`src/common/pls_defs.svh`:
```
// Constants for the panel power link sequencer: offsets, fields, timing.
// Assumes a 50 MHz core clock; included by bare name wherever needed.
`ifndef PLS_DEFS_SVH
`define PLS_DEFS_SVH

// Core clock and millisecond tick
`define PLS_CLK_HZ 50000000
`define PLS_MS_PER_S 1000
`define PLS_CYCLES_PER_MS (`PLS_CLK_HZ / `PLS_MS_PER_S)

// Delay from supply to black video: least and most, in microseconds
`define PLS_BLACK_MIN_US 500
`define PLS_BLACK_MAX_US 200000
// Chosen black video delay in ms (within the window above)
`define PLS_BLACK_MS 8'h01
// Chosen AUX ready delay in ms, not later than hot-plug
`define PLS_AUX_RDY_MS 8'h01
// Chosen hot-plug delay in ms, and its most in ms
`define PLS_HPD_MS 8'h02
`define PLS_HPD_MAX_MS 200
// Video validation time in ms, and its most in ms
`define PLS_VALID_MS 8'h14
`define PLS_VALID_MAX_MS 50

// Status register offset, valid-video field and reset value
`define PLS_STATUS_ADDR 20'h00205
`define PLS_STATUS_VALID_BIT 0
`define PLS_STATUS_RESET 8'h00
// Answer for an unmapped address
`define PLS_UNMAPPED_DATA 8'h00

`endif

```
`src/common/pls_pkg.sv`:
```
// Types for the panel power link sequencer.
// Assumes nothing beyond a SystemVerilog compiler.
package pls_pkg;

  // Sink power and video states, one-hot
  typedef enum logic [4:0] {
    PLS_OFF   = 5'h01, // Panel logic supply absent
    PLS_PWR   = 5'h02, // Supply up, hot-plug not yet raised
    PLS_LINK  = 5'h04, // Hot-plug high, black video, no valid video
    PLS_CHECK = 5'h08, // Valid video arriving, being validated
    PLS_VIDEO = 5'h10  // Valid video on display
  } pls_state_type;

endpackage

```
`src/rtl/pls_ms_tick.sv`:
```
// Millisecond tick generator for the panel power link sequencer.
// Assumes a free-running core clock; restart realigns the tick phase.
`timescale 1ns/1ps
`include "pls_defs.svh"

module pls_ms_tick import pls_pkg::*; #(
  parameter int unsigned CYCLES_PER_MS = `PLS_CYCLES_PER_MS
) (
  // Clock and reset
  input wire logic core_clk_i,
  input wire logic nrst_i,
  // Control
  input wire logic restart_i,
  // Tick out
  output logic tick_o
);

  logic [31:0] cnt; // Cycles within the current millisecond
  logic [31:0] next_cnt; // Counter next value
  wire logic at_end; // Last cycle of the millisecond

  assign at_end = (cnt == CYCLES_PER_MS - 1);
  assign next_cnt = (restart_i || at_end) ? 32'h0 : cnt + 32'h1;

  ////////////////////////////////////////////////////////////////////////
  // Counter and tick register
  always_ff @(posedge core_clk_i or negedge nrst_i) begin
    if (!nrst_i) begin
      cnt <= 32'h0;
      tick_o <= 1'b0;
    end else begin
      cnt <= next_cnt;
      tick_o <= at_end && !restart_i;
    end
  end

endmodule

```
`src/rtl/pls_sequencer.sv`:
```
// Sink side power-on and power-off sequencer for an embedded panel link.
// Assumes inputs synchronous to core_clk_i and a source keeping its order.
//
// Summary of operation
// - Black video 0.5 to 200 ms after supply
// - Hot-plug within 200 ms, AUX working first
// - Answer AUX transactions before 200 ms
// - Validate video within 50 ms, set status
// - Video end clears status, black video
// - No-video-stream flag forces black video
// - Debug input disables automatic black video
// - Early AUX polling harmless, source retries
`timescale 1ns/1ps
`include "pls_defs.svh"

module pls_sequencer import pls_pkg::*; #(
  parameter int unsigned CYCLES_PER_MS = `PLS_CYCLES_PER_MS
) (
  // Clock and reset
  input wire logic core_clk_i,
  input wire logic nrst_i,
  // Panel power
  input wire logic panel_logic_supply_i,
  // Link video status from the receiver
  input wire logic video_valid_i,
  input wire logic no_video_stream_i,
  // Debug control
  input wire logic black_auto_off_i,
  // AUX register read port
  input wire logic aux_rd_i,
  input wire logic [19:0] aux_addr_i,
  output logic aux_ack_o,
  output logic aux_defer_o,
  output logic [7:0] aux_rdata_o,
  // Link and panel outputs
  output logic hpd_o,
  output logic aux_ready_o,
  output logic black_video_o,
  output logic video_valid_report_o
);

  ////////////////////////////////////////////////////////////////////////
  // Declarations
  pls_state_type state; // Current sequencer state
  pls_state_type next_state; // State next value
  logic [7:0] up_ms; // Milliseconds since supply came up
  logic [7:0] next_up_ms; // Up counter next value
  logic [7:0] val_ms; // Milliseconds of validation so far
  logic [7:0] next_val_ms; // Validation counter next value
  logic black_started; // Black generator has started
  logic [7:0] video_valid_report; // Status register contents
  wire logic ms_tick; // One-cycle pulse each millisecond
  wire logic tick_restart; // Realign tick at power loss
  wire logic black_due; // Black start time reached
  wire logic aux_due; // AUX ready time reached
  wire logic hpd_due; // Hot-plug time reached
  wire logic valid_done; // Validation time reached
  wire logic video_lost; // Valid video ended or flagged absent
  wire logic status_hit; // AUX read hits the status register
  wire logic [7:0] rd_mux; // Read data selection
  wire logic black_want; // Black video wanted this cycle

  ////////////////////////////////////////////////////////////////////////
  // Millisecond tick, restarted while the supply is absent
  assign tick_restart = !panel_logic_supply_i;

  pls_ms_tick #(
    .CYCLES_PER_MS(CYCLES_PER_MS)
  ) u_tick (
    .core_clk_i(core_clk_i),
    .nrst_i(nrst_i),
    .restart_i(tick_restart),
    .tick_o(ms_tick)
  );

  ////////////////////////////////////////////////////////////////////////
  // Power-up milestone decode
  assign black_due = (up_ms >= `PLS_BLACK_MS);
  assign aux_due = (up_ms >= `PLS_AUX_RDY_MS);
  assign hpd_due = (up_ms >= `PLS_HPD_MS) && aux_ready_o;
  assign valid_done = (val_ms >= `PLS_VALID_MS);
  // Either end of valid video or the no-stream flag drops video
  assign video_lost = !video_valid_i || no_video_stream_i;

  ////////////////////////////////////////////////////////////////////////
  // Up counter: saturates, cleared whenever power goes away
  assign next_up_ms = !panel_logic_supply_i ? 8'h00 :
                      (ms_tick && up_ms != 8'hff) ? up_ms + 8'h01 : up_ms;

  // Validation counter: runs only while checking incoming video
  assign next_val_ms = (state != PLS_CHECK) ? 8'h00 :
                       (ms_tick && !valid_done) ? val_ms + 8'h01 : val_ms;

  ////////////////////////////////////////////////////////////////////////
  // Next state
  always_comb begin
    next_state = state;
    case (state)
      PLS_OFF: begin
        // Supply rise starts the sequence from the beginning
        if (panel_logic_supply_i) begin
          next_state = PLS_PWR;
        end
      end
      PLS_PWR: begin
        // Raise hot-plug only once AUX already answers
        if (!panel_logic_supply_i) begin
          next_state = PLS_OFF;
        end else if (hpd_due) begin
          next_state = PLS_LINK;
        end
      end
      PLS_LINK: begin
        // Wait for the source to train, idle and send video
        if (!panel_logic_supply_i) begin
          next_state = PLS_OFF;
        end else if (!video_lost) begin
          next_state = PLS_CHECK;
        end
      end
      PLS_CHECK: begin
        // Video must stay valid through the validation time
        if (!panel_logic_supply_i) begin
          next_state = PLS_OFF;
        end else if (video_lost) begin
          next_state = PLS_LINK;
        end else if (valid_done) begin
          next_state = PLS_VIDEO;
        end
      end
      PLS_VIDEO: begin
        // Loss of video returns to black at once
        if (!panel_logic_supply_i) begin
          next_state = PLS_OFF;
        end else if (video_lost) begin
          next_state = PLS_LINK;
        end
      end
      default: begin
        // Recover from an illegal code
        next_state = PLS_OFF;
      end
    endcase
  end

  ////////////////////////////////////////////////////////////////////////
  // State and counters
  always_ff @(posedge core_clk_i or negedge nrst_i) begin
    if (!nrst_i) begin
      state <= PLS_OFF;
      up_ms <= 8'h00;
      val_ms <= 8'h00;
    end else begin
      state <= next_state;
      up_ms <= next_up_ms;
      val_ms <= next_val_ms;
    end
  end

  ////////////////////////////////////////////////////////////////////////
  // Power-up flags: black generator, AUX ready, hot-plug
  always_ff @(posedge core_clk_i or negedge nrst_i) begin
    if (!nrst_i) begin
      black_started <= 1'b0;
      aux_ready_o <= 1'b0;
      hpd_o <= 1'b0;
    end else if (!panel_logic_supply_i) begin
      // Power loss clears everything for a fresh start
      black_started <= 1'b0;
      aux_ready_o <= 1'b0;
      hpd_o <= 1'b0;
    end else begin
      black_started <= black_started || black_due;
      aux_ready_o <= aux_ready_o || aux_due;
      hpd_o <= (next_state != PLS_OFF) && (next_state != PLS_PWR);
    end
  end

  ////////////////////////////////////////////////////////////////////////
  // Black video and status register
  // Black while started and video not validated, unless debug turns it off
  assign black_want = black_started && (state != PLS_VIDEO) &&
                      !black_auto_off_i;

  always_ff @(posedge core_clk_i or negedge nrst_i) begin
    if (!nrst_i) begin
      black_video_o <= 1'b0;
      video_valid_report <= `PLS_STATUS_RESET;
    end else begin
      black_video_o <= black_want;
      // Valid-video field follows the validated state
      video_valid_report <= `PLS_STATUS_RESET;
      video_valid_report[`PLS_STATUS_VALID_BIT] <= (next_state == PLS_VIDEO);
    end
  end

  assign video_valid_report_o = video_valid_report[`PLS_STATUS_VALID_BIT];

  ////////////////////////////////////////////////////////////////////////
  // AUX read port: decode and answer
  assign status_hit = (aux_addr_i == `PLS_STATUS_ADDR);
  assign rd_mux = status_hit ? video_valid_report : `PLS_UNMAPPED_DATA;

  // Answer one cycle after a read; defer harmlessly before AUX is ready
  always_ff @(posedge core_clk_i or negedge nrst_i) begin
    if (!nrst_i) begin
      aux_ack_o <= 1'b0;
      aux_defer_o <= 1'b0;
      aux_rdata_o <= 8'h00;
    end else begin
      aux_ack_o <= aux_rd_i && aux_ready_o;
      aux_defer_o <= aux_rd_i && !aux_ready_o;
      if (aux_rd_i && aux_ready_o) begin
        aux_rdata_o <= rd_mux;
      end
    end
  end

endmodule

```
`config.mk`:
```
export PLATFORM = sky130hd
export DESIGN_NAME = pls_sequencer
export DESIGN_NICKNAME = d
export VERILOG_FILES = /design/src/common/pls_pkg.sv /design/src/rtl/pls_ms_tick.sv /design/src/rtl/pls_sequencer.sv
export VERILOG_INCLUDE_DIRS = /design/src /design/src/common
export SDC_FILE = /design/constraint.sdc
export NUM_CORES = 1
export LEC_CHECK = 0
export ABC_AREA = 1
export BUFFER_PORTS_ARGS = -buffer_cell sky130_fd_sc_hd__buf_2
export CORE_ASPECT_RATIO = 1.1
export CORE_MARGIN = 2
export CORE_UTILIZATION = 40
export DETAILED_ROUTE_END_ITERATION = 10
export SLEW_MARGIN = 25
export SYNTH_ARGS = -nofsm -noshare
export SYNTH_HDL_FRONTEND = slang
export SYNTH_SLANG_ARGS = --single-unit
```
`constraint.sdc`:
```
create_clock -name core_clk_i -period 1.55 [get_ports core_clk_i]
set_clock_uncertainty 0.15 [all_clocks]
set_input_delay 0.31 -clock core_clk_i [delete_from_list [all_inputs] [get_ports core_clk_i]]
set_output_delay 0.31 -clock core_clk_i [all_outputs]
set_load 0.01 [all_outputs]
```
Yosys cells after proc, flatten, opt, wreduce, memory -nomap -nowiden --
Index checks and enable logic that the tools add are counted.
Storage, ports and cells: output and inout bits 14, bits of input ports 27, logic and storage cells 72, register bits after elaboration 69
Cells by class: multiplexer cells 20, $add $sub $neg 3, magnitude comparators 3, eq/ne operators 14, reductions and logical operators 19
Operator list (count):
- 5-bit 2-to-1 mux | 10
- 32-bit by 1-bit adder with 32-bit output (second input constant) | 1
- 32-bit by 16-bit == test with 1-bit output (second input constant) | 1
- 32-bit 2-to-1 mux | 1
- 8-bit 2-to-1 mux | 4
- 5-bit case mux with 5 select lines | 1
- 20-bit by 10-bit == test with 1-bit output (second input constant) | 1
- 8-bit by 1-bit adder with 8-bit output (second input constant) | 2
- 5-bit == test (second input constant) | 2
- 1-bit logical AND | 9
- 8-bit by 1-bit greater-or-equal comparator with 1-bit output (second input constant) | 1
- 8-bit by 2-bit greater-or-equal comparator with 1-bit output (second input constant) | 1
- 8-bit by 5-bit greater-or-equal comparator with 1-bit output (second input constant) | 1
- 8-bit != test (second input constant) | 1
- 5-bit by 1-bit == test with 1-bit output (second input constant) | 1
- 5-bit by 2-bit == test with 1-bit output (second input constant) | 1
- 5-bit by 3-bit == test with 1-bit output (second input constant) | 1
- 5-bit by 4-bit == test with 1-bit output (second input constant) | 1
- 1-bit zero test | 5
- 5-bit by 1-bit != test with 1-bit output (second input constant) | 1
- 5-bit by 2-bit != test with 1-bit output (second input constant) | 1
- 5-bit by 4-bit != test with 1-bit output (second input constant) | 1
- 5-bit != test (second input constant) | 1
- 1-bit logical OR | 4
- other kinds (3) | 6

Longest topological paths before layout --
Gate-level depths: netlist of the first run.
word-level depth 8, mapped depth 11, gate-level depth less buffers 11

Modules after synthesis --
From an unflattened synthesis of the first run, not the netlist that was laid out.
Unflattened totals: cells, all modules 543, area, all modules 3777.4 sq um
Modules (own cells, without submodules):
- pls_ms_tick | area each 2090.8 sq um, seq. area each 825.8 sq um, cells each 321, times used 1
- pls_sequencer | area each 1686.6 sq um, seq. area each 726.9 sq um, cells each 222, times used 1

Least setup slack after synthesis of the first run --
No wires, ideal clock.
path type register to register, from register u_tick.cnt[0], to register u_tick.cnt[14], setup time 119 ps, period minus slack after synthesis 1646 ps, slack -96 ps, required time 1281 ps, data arrival time 1378 ps, cell stages (with the launch flop) 10, path through dfrtp_1 ha_1 nand2_2 nor2_4 nand3_1 nor2_1 nand2_2 nand2_4 buf_6 nor2_1
On the way: word-level cells in the longest chain between the ends 3, elaborated cells on any way between the ends 4
Ends and longest elaborated chain:
- from (decl) | RTL line pls_ms_tick.sv:18 | logic [31:0] cnt;
- from (signal assigned) | RTL line pls_ms_tick.sv:32 | cnt <= next_cnt;
- parallel branches: the longest is 2 deep, another holds 32-bit by 1-bit adder with 32-bit output
- 32-bit 2-to-1 mux * | RTL line pls_ms_tick.sv:23 | assign next_cnt = (restart_i || at_end) ? 32'h0 : cnt + 32'h1;
- named net u_tick.next_cnt[14] | RTL line pls_ms_tick.sv:19 | logic [31:0] next_cnt;
Mark *: on every way through the listed nets, which the timed path passes. A chain may end at the register's enable or synchronous reset.

Worst setup path after layout of the first run --
from register u_tick.cnt[8], to register u_tick.cnt[29]
Same word-level chain as after synthesis.

==> summary.txt, run 1 <==
Run status
  • Outcome: finished, violations left
  • Failing checks: setup timing

Worst setup path
  • Reg2reg path depth: 10
  • Critical path launch point type: flip-flop
  • Slowest stage delay, CP: 370 ps
  • Critical Path AT: around 1700 ps
  • Worst path required time: 1690 ps
  • Critical R2R Launch: u_tick.cnt[8]$_DFF_PN0_
  • Critical-path maximum fanout: 3
  • Reg2reg setup slack: -30 ps
  • Crit path cell chain: buf_6 -> nand2_2 -> nor2_4 -> buf_4 -> nand2_2 -> nor2_4 -> nand2_1 -> nand2_1 -> nand2_2 -> nor2_4
  • Critical path type: flip-flop to flip-flop
  • Critical Path Sink Type: flip-flop
  • Critical-path top delay cell: dfrtp_1
  • FF-to-FF End: u_tick.cnt[29]$_DFF_PN0_

Floorplanning
  • CORE AREA: 8920 um^2
  • Io pins: 41
  • Num rows: 36
  • Starting Density: 41.3%
  • Die Y: 105 um
  • Die W: ~95 um
  • Die area: approximately 10000 um^2

Final layout
  • P&R area growth vs syn: 34.9%
  • Diode count: 0
  • Non-Filler Instances: 749
  • Share of cells above drive strength 1: 30.9%
  • Fillers: 859
  • Fin nets: 664
  • Finished Cell Area: 4970 um^2

Synth
  • Post-synthesis cell area: 3680 um^2
  • Yosys warning count: 0
  • Sequential element share of the synthesized area: 42.2%
  • Syn Area/Cell: 6.89 um^2
  • Synth Instances: 534
  • Distinct cell type count after synthesis: 28
  • FF+latch count, synth: 62

Placement
  • Worst slack, placed: -46.5 ps
  • Placed Area: 4290 um^2
  • Placed cells: slightly above 700
  • Port buffer count: 33
  • Detailed Place HPWL: approximately 6400 um
  • GPL Wtd Cong: 0.903

Clock tree
  • H-tree Lvls: 3
  • Root buf cell: clkbuf_8
  • CTS Buf Count: 9
  • Clock slew at reported path FFs: 80 ps
  • Maximum clock insertion buffer count: 2
  • TritonCTS clock tree: done
  • Skew-Pair Late Insertion Delay: 350 ps
  • Sink Count: 62

Min path
  • Hold Path Depth: 3
  • Worst hold path class: input pin to flip-flop
  • Min-delay src: aux_rd_i
  • Hold EP: aux_defer_o$_DFF_PN0_

Timing
  • F_max: 635 MHz
  • Hold Fails Final Rpt: 0
  • Final Setup Violations: 2
  • RSZ-0062 raised after global routing: yes
  • Min cycle time layout: about 1600 ps
  • Final Cycle Share: 102%
  • Fin. max-slew vios: 0
  • Worst Slack Setup Final: -25.8 ps
  • Setup_tns: -27.3 ps

Global route
  • Vias in the first global route: about 3300
  • GRT Residual Overflow: 0
  • Pin count of the biggest net entering global routing: 63
  • Initial antenna violation count: 0
  • First-pass GRT wire length: approximately 14000 um
  • GRT Util Overall: 18.1%

Routing
  • DRC Markers: 0
  • Vias per std cell: 4.66
  • Routed len/inst: 11.9 um
  • 1st-pass router iterations: 4
  • DRT antenna net count: 0
  • Drt initial violations: 149
  • DR vias: 3487
  • Final WL: 8920 um

Pwr
  • Pleak: 0.00229 uW
  • VDD IR-drop max: 293 uV
  • Final Power: 3570 uW
  • Cell area power density: 720 nW/um^2

Run
  • Max Cap Viol: 0
[power breakdown]
part / internal (uW) / total (uW) / leakage, uW / switching [uW]
clock: 960 / 1660 / 0.000113 / 699
sequential: 1650 / 1660 / 0.000852 / 17.7
combinational: 97.8 / 252 / 0.00132 / 155
total: 2700 / 3570 / 0.00229 / 871
[cell type report]
type | instances | area [um^2] | area share, %
well taps | 114 | 143 | 2.87
clock buffers | 10 | 138 | 2.77
inverters | 71 | 267 | 5.37
flip-flops and latches | 62 | 1560 | 31.3
clock inverters | 6 | 93.8 | 1.89
multi-input cells | 396 | 2100 | 42.4
repair buffers | 90 | 666 | 13.4
[cell usage after synthesis]
library cell / count / area [um^2]
nand2_1: 155 / 582
buf_6: 3 / 33.8
nand2_4: 1 / 11.3
inv_1: 68 / 255
nor2_1: 123 / 462
dfrtp_1: 61 / 1530
xnor2_1: 5 / 43.8
o21ai_1: 2 / 10.0
ha_1: 7 / 87.6
o31ai_1: 1 / 7.51
xor2_1: 12 / 105
a21oi_1: 10 / 50.1
nor2_4: 2 / 22.5
nor2_2: 5 / 31.3
nand2_2: 3 / 18.8
buf_4: 7 / 52.6
o21ai_0: 10 / 50.1
inv_2: 3 / 11.3
nor4_1: 2 / 12.5
nand4_1: 6 / 37.5
and2_1: 1 / 6.26
dfstp_2: 1 / 26.3
buf_2: 1 / 5.00
nand3b_1: 2 / 15.0
conb_1: 1 / 3.75
nand3_1: 35 / 175
or2_2: 3 / 18.8
nor3_1: 4 / 20.0
[state kept, by name, indices dropped and copies added, names as in the netlist, 5 cells and up]
register	count
state	5
u_tick.cnt	32
up_ms	8
val_ms	8
[timing repair]
item                       CTS  global route
pin swaps                    1            25
hold endpoints to repair    61             0
hold buffers                 1             0
setup endpoints to repair   20            45
buffers inserted             0            12
gates cloned                 0             1
gates resized for setup      7            91
[cells by family (layout without fill, tap and decap cells)]
| family | count (synthesis) | after routing | synth area share [%] |
|---|---|---|---|
| buf+inv | 82 | 177 | 9.72 |
| compound gates | 23 | 23 | 3.20 |
| simple gates | 342 | 342 | 38.4 |
| flops | 62 | 62 | 42.2 |
| xor+xnor | 17 | 17 | 4.04 |
| fa+ha+maj | 7 | 7 | 2.38 |
| other cells | 1 | 7 | 0.102 |
[routing by layer]
metal,share of wire (%),track usage [%],up-vias
met4,2.3,7.14,0
li1,-,-,1797
met1,47,25.4,1604
met2,46,27.7,70
met5,0,0,-
met3,4.1,3.17,16
[critical path, delay by kind of cell (launching register included)]
family	cells	cell delay, ps
buffers and inverters	2	240
AND/OR/NAND/NOR	8	750
flip-flops	1	370
[through the flow]
step                      utilization, %  hold slack (ps)
after global placement              48.1              195
after floorplan                        -             -136
after CTS                           51.1             7.09
final                               55.7             18.7
after global routing                55.7             30.7
after detailed placement            48.1              200
[worst max path at each step]
stage / start / endpoint / slack (ps) / cells past startpoint
after floorplan: u_tick.cnt[0]$_DFF_PN0_ / u_tick.cnt[14]$_DFF_PN0_ / 10 / 9
after global routing: u_tick.cnt[8]$_DFF_PN0_ / u_tick.cnt[29]$_DFF_PN0_ / -110 / 10
after detailed placement: u_tick.cnt[1]$_DFF_PN0_ / u_tick.cnt[10]$_DFF_PN0_ / -50 / 8
after CTS: u_tick.cnt[0]$_DFF_PN0_ / u_tick.cnt[16]$_DFF_PN0_ / -5 / 9
after global placement: u_tick.cnt[1]$_DFF_PN0_ / u_tick.cnt[16]$_DFF_PN0_ / 0.6 / 8
final: u_tick.cnt[8]$_DFF_PN0_ / u_tick.cnt[29]$_DFF_PN0_ / -30 / 10
[placed cells by master, fill, tap and decap left out, types with 5 or more instances in the layout]
cell type / n
nand2_1: 140
nor2_1: 87
inv_1: 63
dfrtp_1: 58
buf_4: 48
buf_2: 33
nand3_1: 32
nor2_2: 26
nor2_4: 17
nand2_2: 15
clkbuf_8: 10
a21oi_1: 9
inv_2: 8
xor2_1: 7
conb_1: 7
nand4_1: 6
o21ai_0: 6
o21ai_1: 5
xnor2_1: 5
xor2_2: 5
(Power assumes the default switching activity.)
==> run 2: changes to the inputs <==
--- a/config.mk
+++ b/config.mk
@@ -12,6 +12,7 @@
 export CORE_MARGIN = 2
 export CORE_UTILIZATION = 40
 export DETAILED_ROUTE_END_ITERATION = 10
+export PLACE_DENSITY_LB_ADDON = 0.12
 export SLEW_MARGIN = 25
 export SYNTH_ARGS = -nofsm -noshare
 export SYNTH_HDL_FRONTEND = slang
==> summary.txt, run 2 (same netlist as run 1, synthesis figures left out) <==
Floorplanning
  • Io pins: 41 (unchanged)
  • CORE AREA: 8920 um^2 (unchanged)
  • Num rows: 36 (unchanged)
  • Die Y: 105 um (unchanged)
  • Die W: 95.5 um (unchanged)
  • Die area: 9990 um^2 (unchanged)
  • Starting Density: 41.3% (unchanged)

Worst setup path
  • Critical-path maximum fanout: 8 (+5)
  • Critical-path top delay cell: dfrtp_1
  • Critical Path AT: 1690 ps (-20 ps)
  • Worst path bufs/invs: 1 (-1)
  • Worst path required time: 1630 ps (-60 ps)
  • Critical Path Sink Type: flip-flop
  • Critical path type: flip-flop to flip-flop
  • Crit path cell chain: ha_4 -> nand2_4 -> nor2_4 -> nand3_2 -> nor2_2 -> nand2_2 -> nand2_4 -> buf_12 -> nor2_4
  • Slowest stage delay, CP: 400 ps (+30 ps)
  • Top delay family on crit path: simple AND/OR/NAND/NOR gates
  • Critical path launch point type: flip-flop

Final layout
  • Fin nets: 659 (-0.75%)
  • Reg area: 1560 um^2 (about the same)
  • P&R area growth vs syn: 31.8%
  • Number of flip-flops in the largest register: 32 (unchanged)
  • Most flops, register: u_tick.cnt
  • Largest registers: u_tick.cnt (32), up_ms (8), val_ms (8)
  • Footprint of the multi-input gates: 2020 um^2 (-3.9%)
  • Most common cell after layout, fill and taps aside: nand2_1
  • Fillers: 886 (+3.1%)
  • Most frequent cells in the layout: nand2_1 (150), nor2_1 (97), inv_1 (66)
  • Diode count: 0 (unchanged)
  • Share of cells above drive strength 1: 26.5% (-4.4 points)

Clock tree
  • H-tree Lvls: 3 (unchanged)
  • Skew-Pair Late Insertion Delay: 340 ps (about the same)
  • Clock slew at reported path FFs: 70 ps (about the same)
  • Root buf cell: clkbuf_8
  • Maximum clock insertion buffer count: 2 (unchanged)
  • TritonCTS clock tree: done
  • Sink Count: 62 (unchanged)
  • CTS Buf Count: 9 (unchanged)

Global route
  • Vias in the first global route: 3246 (-0.86%)
  • Initial antenna violation count: 0 (unchanged)
  • GRT Residual Overflow: 0 (unchanged)
  • Pin count of the biggest net entering global routing: 63 (unchanged)
  • GRT Util Overall: 18.6% (+0.50 points)
  • First-pass GRT wire length: 14600 um (+2.4%)

Timing
  • Final Setup Violations: 33 (+31)
  • RSZ-0062 raised after global routing: yes
  • Fin. max-slew vios: 0 (unchanged)
  • Worst Slack Setup Final: -58.0 ps (-32.2 ps)
  • F_max: 622 MHz (-2.0%)
  • Hold Fails Final Rpt: 0 (unchanged)
  • Min cycle time layout: 1610 ps (+32.2 ps)
  • Final Cycle Share: 104% (+2.1 points)

Routing
  • DRC Markers: 0 (unchanged)
  • 1st-pass router iterations: 4 (unchanged)
  • Drt initial violations: 146 (-2.0%)
  • DR vias: 3461 (-0.75%)
  • Vias per std cell: 4.65 (about the same)
  • Final WL: 9140 um (+2.4%)
  • DRT antenna net count: 0 (unchanged)
  • Routed len/inst: 12.3 um (+3.1%)

Pwr
  • VDD IR-drop max: 341 uV (+16%)
  • Sw Share: 22.7% (-1.7 points)
  • Internal power: 2860 uW (+5.8%)
  • Reg power frac: 45.0% (-1.5 points)
  • Pleak: 0.00226 uW (-1.1%)
  • Final Power: 3700 uW (+3.5%)
  • Cell area power density: 762 nW/um^2 (+5.9%)
  • Comb pwr share: 6.8% (-0.3 points)
  • Clock network power share: 48.2% (+1.8 points)
  • Psw: 839 uW (-3.6%)

Placement
  • Worst slack, placed: -54.2 ps (-7.77 ps)
  • Detailed Place HPWL: 6570 um (+2.1%)
  • GPL Wtd Cong: 0.951 (+5.3%)
  • Port buffer count: 33 (unchanged)

Run
  • Max Cap Viol: 0 (unchanged)

Min path
  • Worst hold path class: input pin to flip-flop

Run status
  • Failing checks: setup timing
  • Outcome: finished, violations left
## run 2: cell types whose count changed in the layout (fill, tap and decap cells not counted), moves of 3 or more
cell | previous run | this run
buf_6 | 4 | 1
inv_1 | 63 | 66
inv_2 | 8 | 5
nand2_1 | 140 | 150
nand2_2 | 15 | 6
nor2_1 | 87 | 97
nor2_2 | 26 | 19
nor2_4 | 17 | 14
## run 2: power by group through the flow
stage               logic, uW  clock network [uW]  registers, uW
finish                    252                1780           1660
global route              291                1880           1670
CTS                       231                1810           1660
detailed placement        227                   0           1690
global placement          224                   0           1690
floorplan                 124                   0           1700
## run 2: tightest hold or removal path, cell delays in order
cell and delay [ps]:
buf_2 110, inv_1 40, nor2_1 30
## run 2: final cells by class
class | count | share of cell area (%)
multi-input cells | 396 | 41.7
flip-flops and latches | 62 | 32.1
repair buffers | 85 | 12.7
inverters | 71 | 5.49
well taps | 114 | 2.94
clock buffers | 11 | 2.91
clock inverters | 5 | 2.19
## run 2: layer usage
metal  wire (um)  vias up  GRT usage (%)
met5           0        -              0
li1            -     1791              -
met1        4330     1581           26.7
met2        4250       76           28.4
met4         163        0           7.14
met3         390       13           2.60
## run 2: final timing paths
kind                                             from                          to  slack (ps)  cells after the start
max                           u_tick.cnt[1]$_DFF_PN0_    u_tick.cnt[13]$_DFF_PN0_         -60                      9
min                                          aux_rd_i       aux_defer_o$_DFF_PN0_          30                      3
max reg2reg                   u_tick.cnt[1]$_DFF_PN0_    u_tick.cnt[13]$_DFF_PN0_         -60                      9
min reg2reg                aux_rdata_o[0]$_DFFE_PN0P_  aux_rdata_o[0]$_DFFE_PN0P_         330                      2
max in group asynchronous                      nrst_i          state[0]$_DFF_PN1_         560                      3
min in group asynchronous                      nrst_i    u_tick.cnt[29]$_DFF_PN0_         360                      3
## run 2: metrics by stage
| stage | instances | instance area [um^2] | util (%) | TNS [ps] | hold slack (ps) |
|---|---|---|---|---|---|
| 2_1_floorplan | 540 | 3720 | - | 0 | -136 |
| 3_3_place_gp | 716 | 4270 | 47.9 | -632 | 202 |
| 3_5_place_dp | 716 | 4270 | 47.9 | -1250 | 201 |
| 4_1_cts | 734 | 4560 | 51.1 | -1030 | 18.5 |
| 5_1_grt | 744 | 4850 | 54.4 | -5290 | 25.5 |
| 6_report | 744 | 4850 | 54.4 | -1400 | 30.6 |
## run 2: repair_timing
item	in CTS	in global routing
hold buffers	1	0
endpoints found under the hold margin	61	0
resized for setup	7	60
gates cloned	0	1
pin swaps	4	16
setup endpoints to repair	34	46
setup buffers	1	9
==> run 3: changes to the inputs <==
==> constraint.sdc (replaced) <==
create_clock -name core_clk_i -period 1.36 [get_ports core_clk_i]
set_clock_uncertainty 0.15 [all_clocks]
set_input_delay 0.272 -clock core_clk_i [delete_from_list [all_inputs] [get_ports core_clk_i]]
set_output_delay 0.272 -clock core_clk_i [all_outputs]
set_load 0.01 [all_outputs]
==> summary.txt, run 3 (same netlist as run 1, synthesis figures left out) <==
Worst setup path
  • Worst path required time: 1450 ps (-180 ps)
  • Worst setup path start: u_tick.cnt[7]$_DFF_PN0_
  • Critical Path AT: 1690 ps (about the same)
  • Critical path type: flip-flop to flip-flop
  • Critical Path Sink Type: flip-flop
  • Critical R2R Launch: u_tick.cnt[7]$_DFF_PN0_
  • Critical-path maximum fanout: 17 (+9)
  • Critical path launch point type: flip-flop

Clock tree
  • Root buf cell: clkbuf_8
  • H-tree Lvls: 3 (unchanged)
  • TritonCTS clock tree: done
  • Clock slew at reported path FFs: 70 ps (about the same)
  • Sink Count: 62 (unchanged)
  • Maximum clock insertion buffer count: 2 (unchanged)
  • Skew-Pair Late Insertion Delay: 350 ps (about the same)
  • CTS Buf Count: 9 (unchanged)

Min path
  • Min-delay src: black_auto_off_i
  • Worst hold path class: input pin to flip-flop

Timing
  • F_max: 625 MHz (+0.57%)
  • Final Cycle Share: 118% (+14 points)
  • Fin. max-slew vios: 0 (unchanged)
  • Min cycle time layout: 1600 ps (-9.05 ps)
  • Hold Fails Final Rpt: 0 (unchanged)
  • Setup_tns: -8130 ps (-6730 ps)
  • Final Setup Violations: 44 (+33%)
  • Worst Slack Setup Final: -239 ps (-181 ps)
  • RSZ-0062 raised after global routing: yes

Final layout
  • Diode count: 0 (unchanged)
  • Share of cells above drive strength 1: 36.8% (+10 points)
  • Finished Cell Area: 5300 um^2 (+9.3%)
  • Final core utilization: 59.4% (+5.1 points)
  • Most frequent cells in the layout: nand2_1 (139), nor2_1 (99), buf_4 (80)
  • Most flops, register: u_tick.cnt
  • P&R area growth vs syn: 44.0%
  • Number of flip-flops in the largest register: 32 (unchanged)
  • Most common cell after layout, fill and taps aside: nand2_1
  • Largest registers: u_tick.cnt (32), up_ms (8), val_ms (8)
  • Fin nets: 700 (+6.2%)

Global route
  • Initial antenna violation count: 0 (unchanged)
  • Vias in the first global route: 3419 (+5.3%)
  • First-pass GRT wire length: 15500 um (+6.4%)
  • Pin count of the biggest net entering global routing: 63 (unchanged)
  • GRT Util Overall: 19.8% (+1.1 points)
  • GRT Residual Overflow: 0 (unchanged)

Floorplanning
  • Num rows: 36 (unchanged)
  • CORE AREA: 8920 um^2 (unchanged)
  • Starting Density: 41.3% (unchanged)
  • Die area: 9990 um^2 (unchanged)
  • Die Y: 105 um (unchanged)
  • Io pins: 41 (unchanged)
  • Die W: 95.5 um (unchanged)

Routing
  • Routed len/inst: 12.3 um (+0.43%)
  • 1st-pass router iterations: 7 (+3)
  • DRT antenna net count: 0 (unchanged)
  • Drt initial violations: 141 (-3.4%)
  • DRC Markers: 0 (unchanged)
  • Vias per std cell: 4.66 (+0.25%)
  • Final WL: 9680 um (+6.0%)
  • DR vias: 3661 (+5.8%)

Placement
  • Placed Area: 4590 um^2 (+7.4%)
  • Worst slack, placed: -275 ps (-221 ps)
  • Detailed Place HPWL: 6850 um (+4.2%)
  • Port buffer count: 33 (unchanged)
  • GPL Wtd Cong: 0.890 (-6.4%)

Pwr
  • Pleak: 0.00248 uW (+9.7%)
  • Final Power: 4070 uW (+10%)
  • Cell area power density: 769 nW/um^2 (+0.81%)
  • VDD IR-drop max: 536 uV (+57%)

Run status
  • Failing checks: setup timing
  • Outcome: finished, violations left

Run
  • Max Cap Viol: 0 (unchanged)
run 3: cell count changes in the layout (fill, tap and decap cells not counted), sizes merged:
cell	previous run	this run
clkinvlp	1	0
clkinv	1	2
dlygate4sd3	1	2
buf	83	124
bufinv	3	2
run 3: path summary, 6_finish.rpt:
check                           slack [ps]  depth (start not counted)                    endpoint
min in group asynchronous              310                          3         aux_ack_o$_DFF_PN0_
max in group asynchronous              420                          3          state[0]$_DFF_PN1_
worst min register to register         320                          2  aux_rdata_o[0]$_DFFE_PN0P_
worst max register to register        -240                         10    u_tick.cnt[14]$_DFF_PN0_
worst max-delay path                  -240                         10    u_tick.cnt[14]$_DFF_PN0_
worst min-delay path                    40                          4     black_video_o$_DFF_PN0_
run 3: worst max-delay path: stages (launching register included):
cell and delay [ps]:
dfrtp_1 430, buf_4 150, inv_1 40, nand2_1 40
nor2_1 100, nand2_1 80, nor2_2 120, nand2_2 90
nand2_4 90, buf_12 150, nor2_1 60
run 3: layer usage:
metal | share of wire, % | routed length, um | global-route usage (%)
met5 | 0 | 0 | 0
met4 | 1.4 | 132 | 7.04
met3 | 4.7 | 453 | 2.81
met2 | 47 | 4590 | 30.6
met1 | 46 | 4500 | 28.0
run 3: cell type report:
| type | count | area (um^2) |
|---|---|---|
| fill | 836 | 3620 |
| multi-input combinational | 396 | 2170 |
| sequential | 62 | 1560 |
| timing repair buffer | 126 | 942 |
| inverter | 71 | 274 |
| clock buffer | 12 | 145 |
| tap | 114 | 143 |
| clock inverter | 4 | 70.1 |
run 3: timing repair:
item,CTS,global route
pin swaps,15,28
endpoints found under the hold margin,62,0
resized for setup,38,90
hold buffers,2,0
setup buffers,5,7
endpoints found under the setup margin,53,54
run 3: power by group:
| part | internal, uW | switching (uW) |
|---|---|---|
| logic | 146 | 208 |
| clock network | 1080 | 743 |
| registers | 1880 | 24.0 |
run 3: metrics by stage:
stage | instances | hold slack, ps
after global routing | 785 | 44.4
after floorplan | 540 | -174
after CTS | 779 | 23.6
after global placement | 757 | 162
final | 785 | 36.2
after detailed placement | 757 | 162
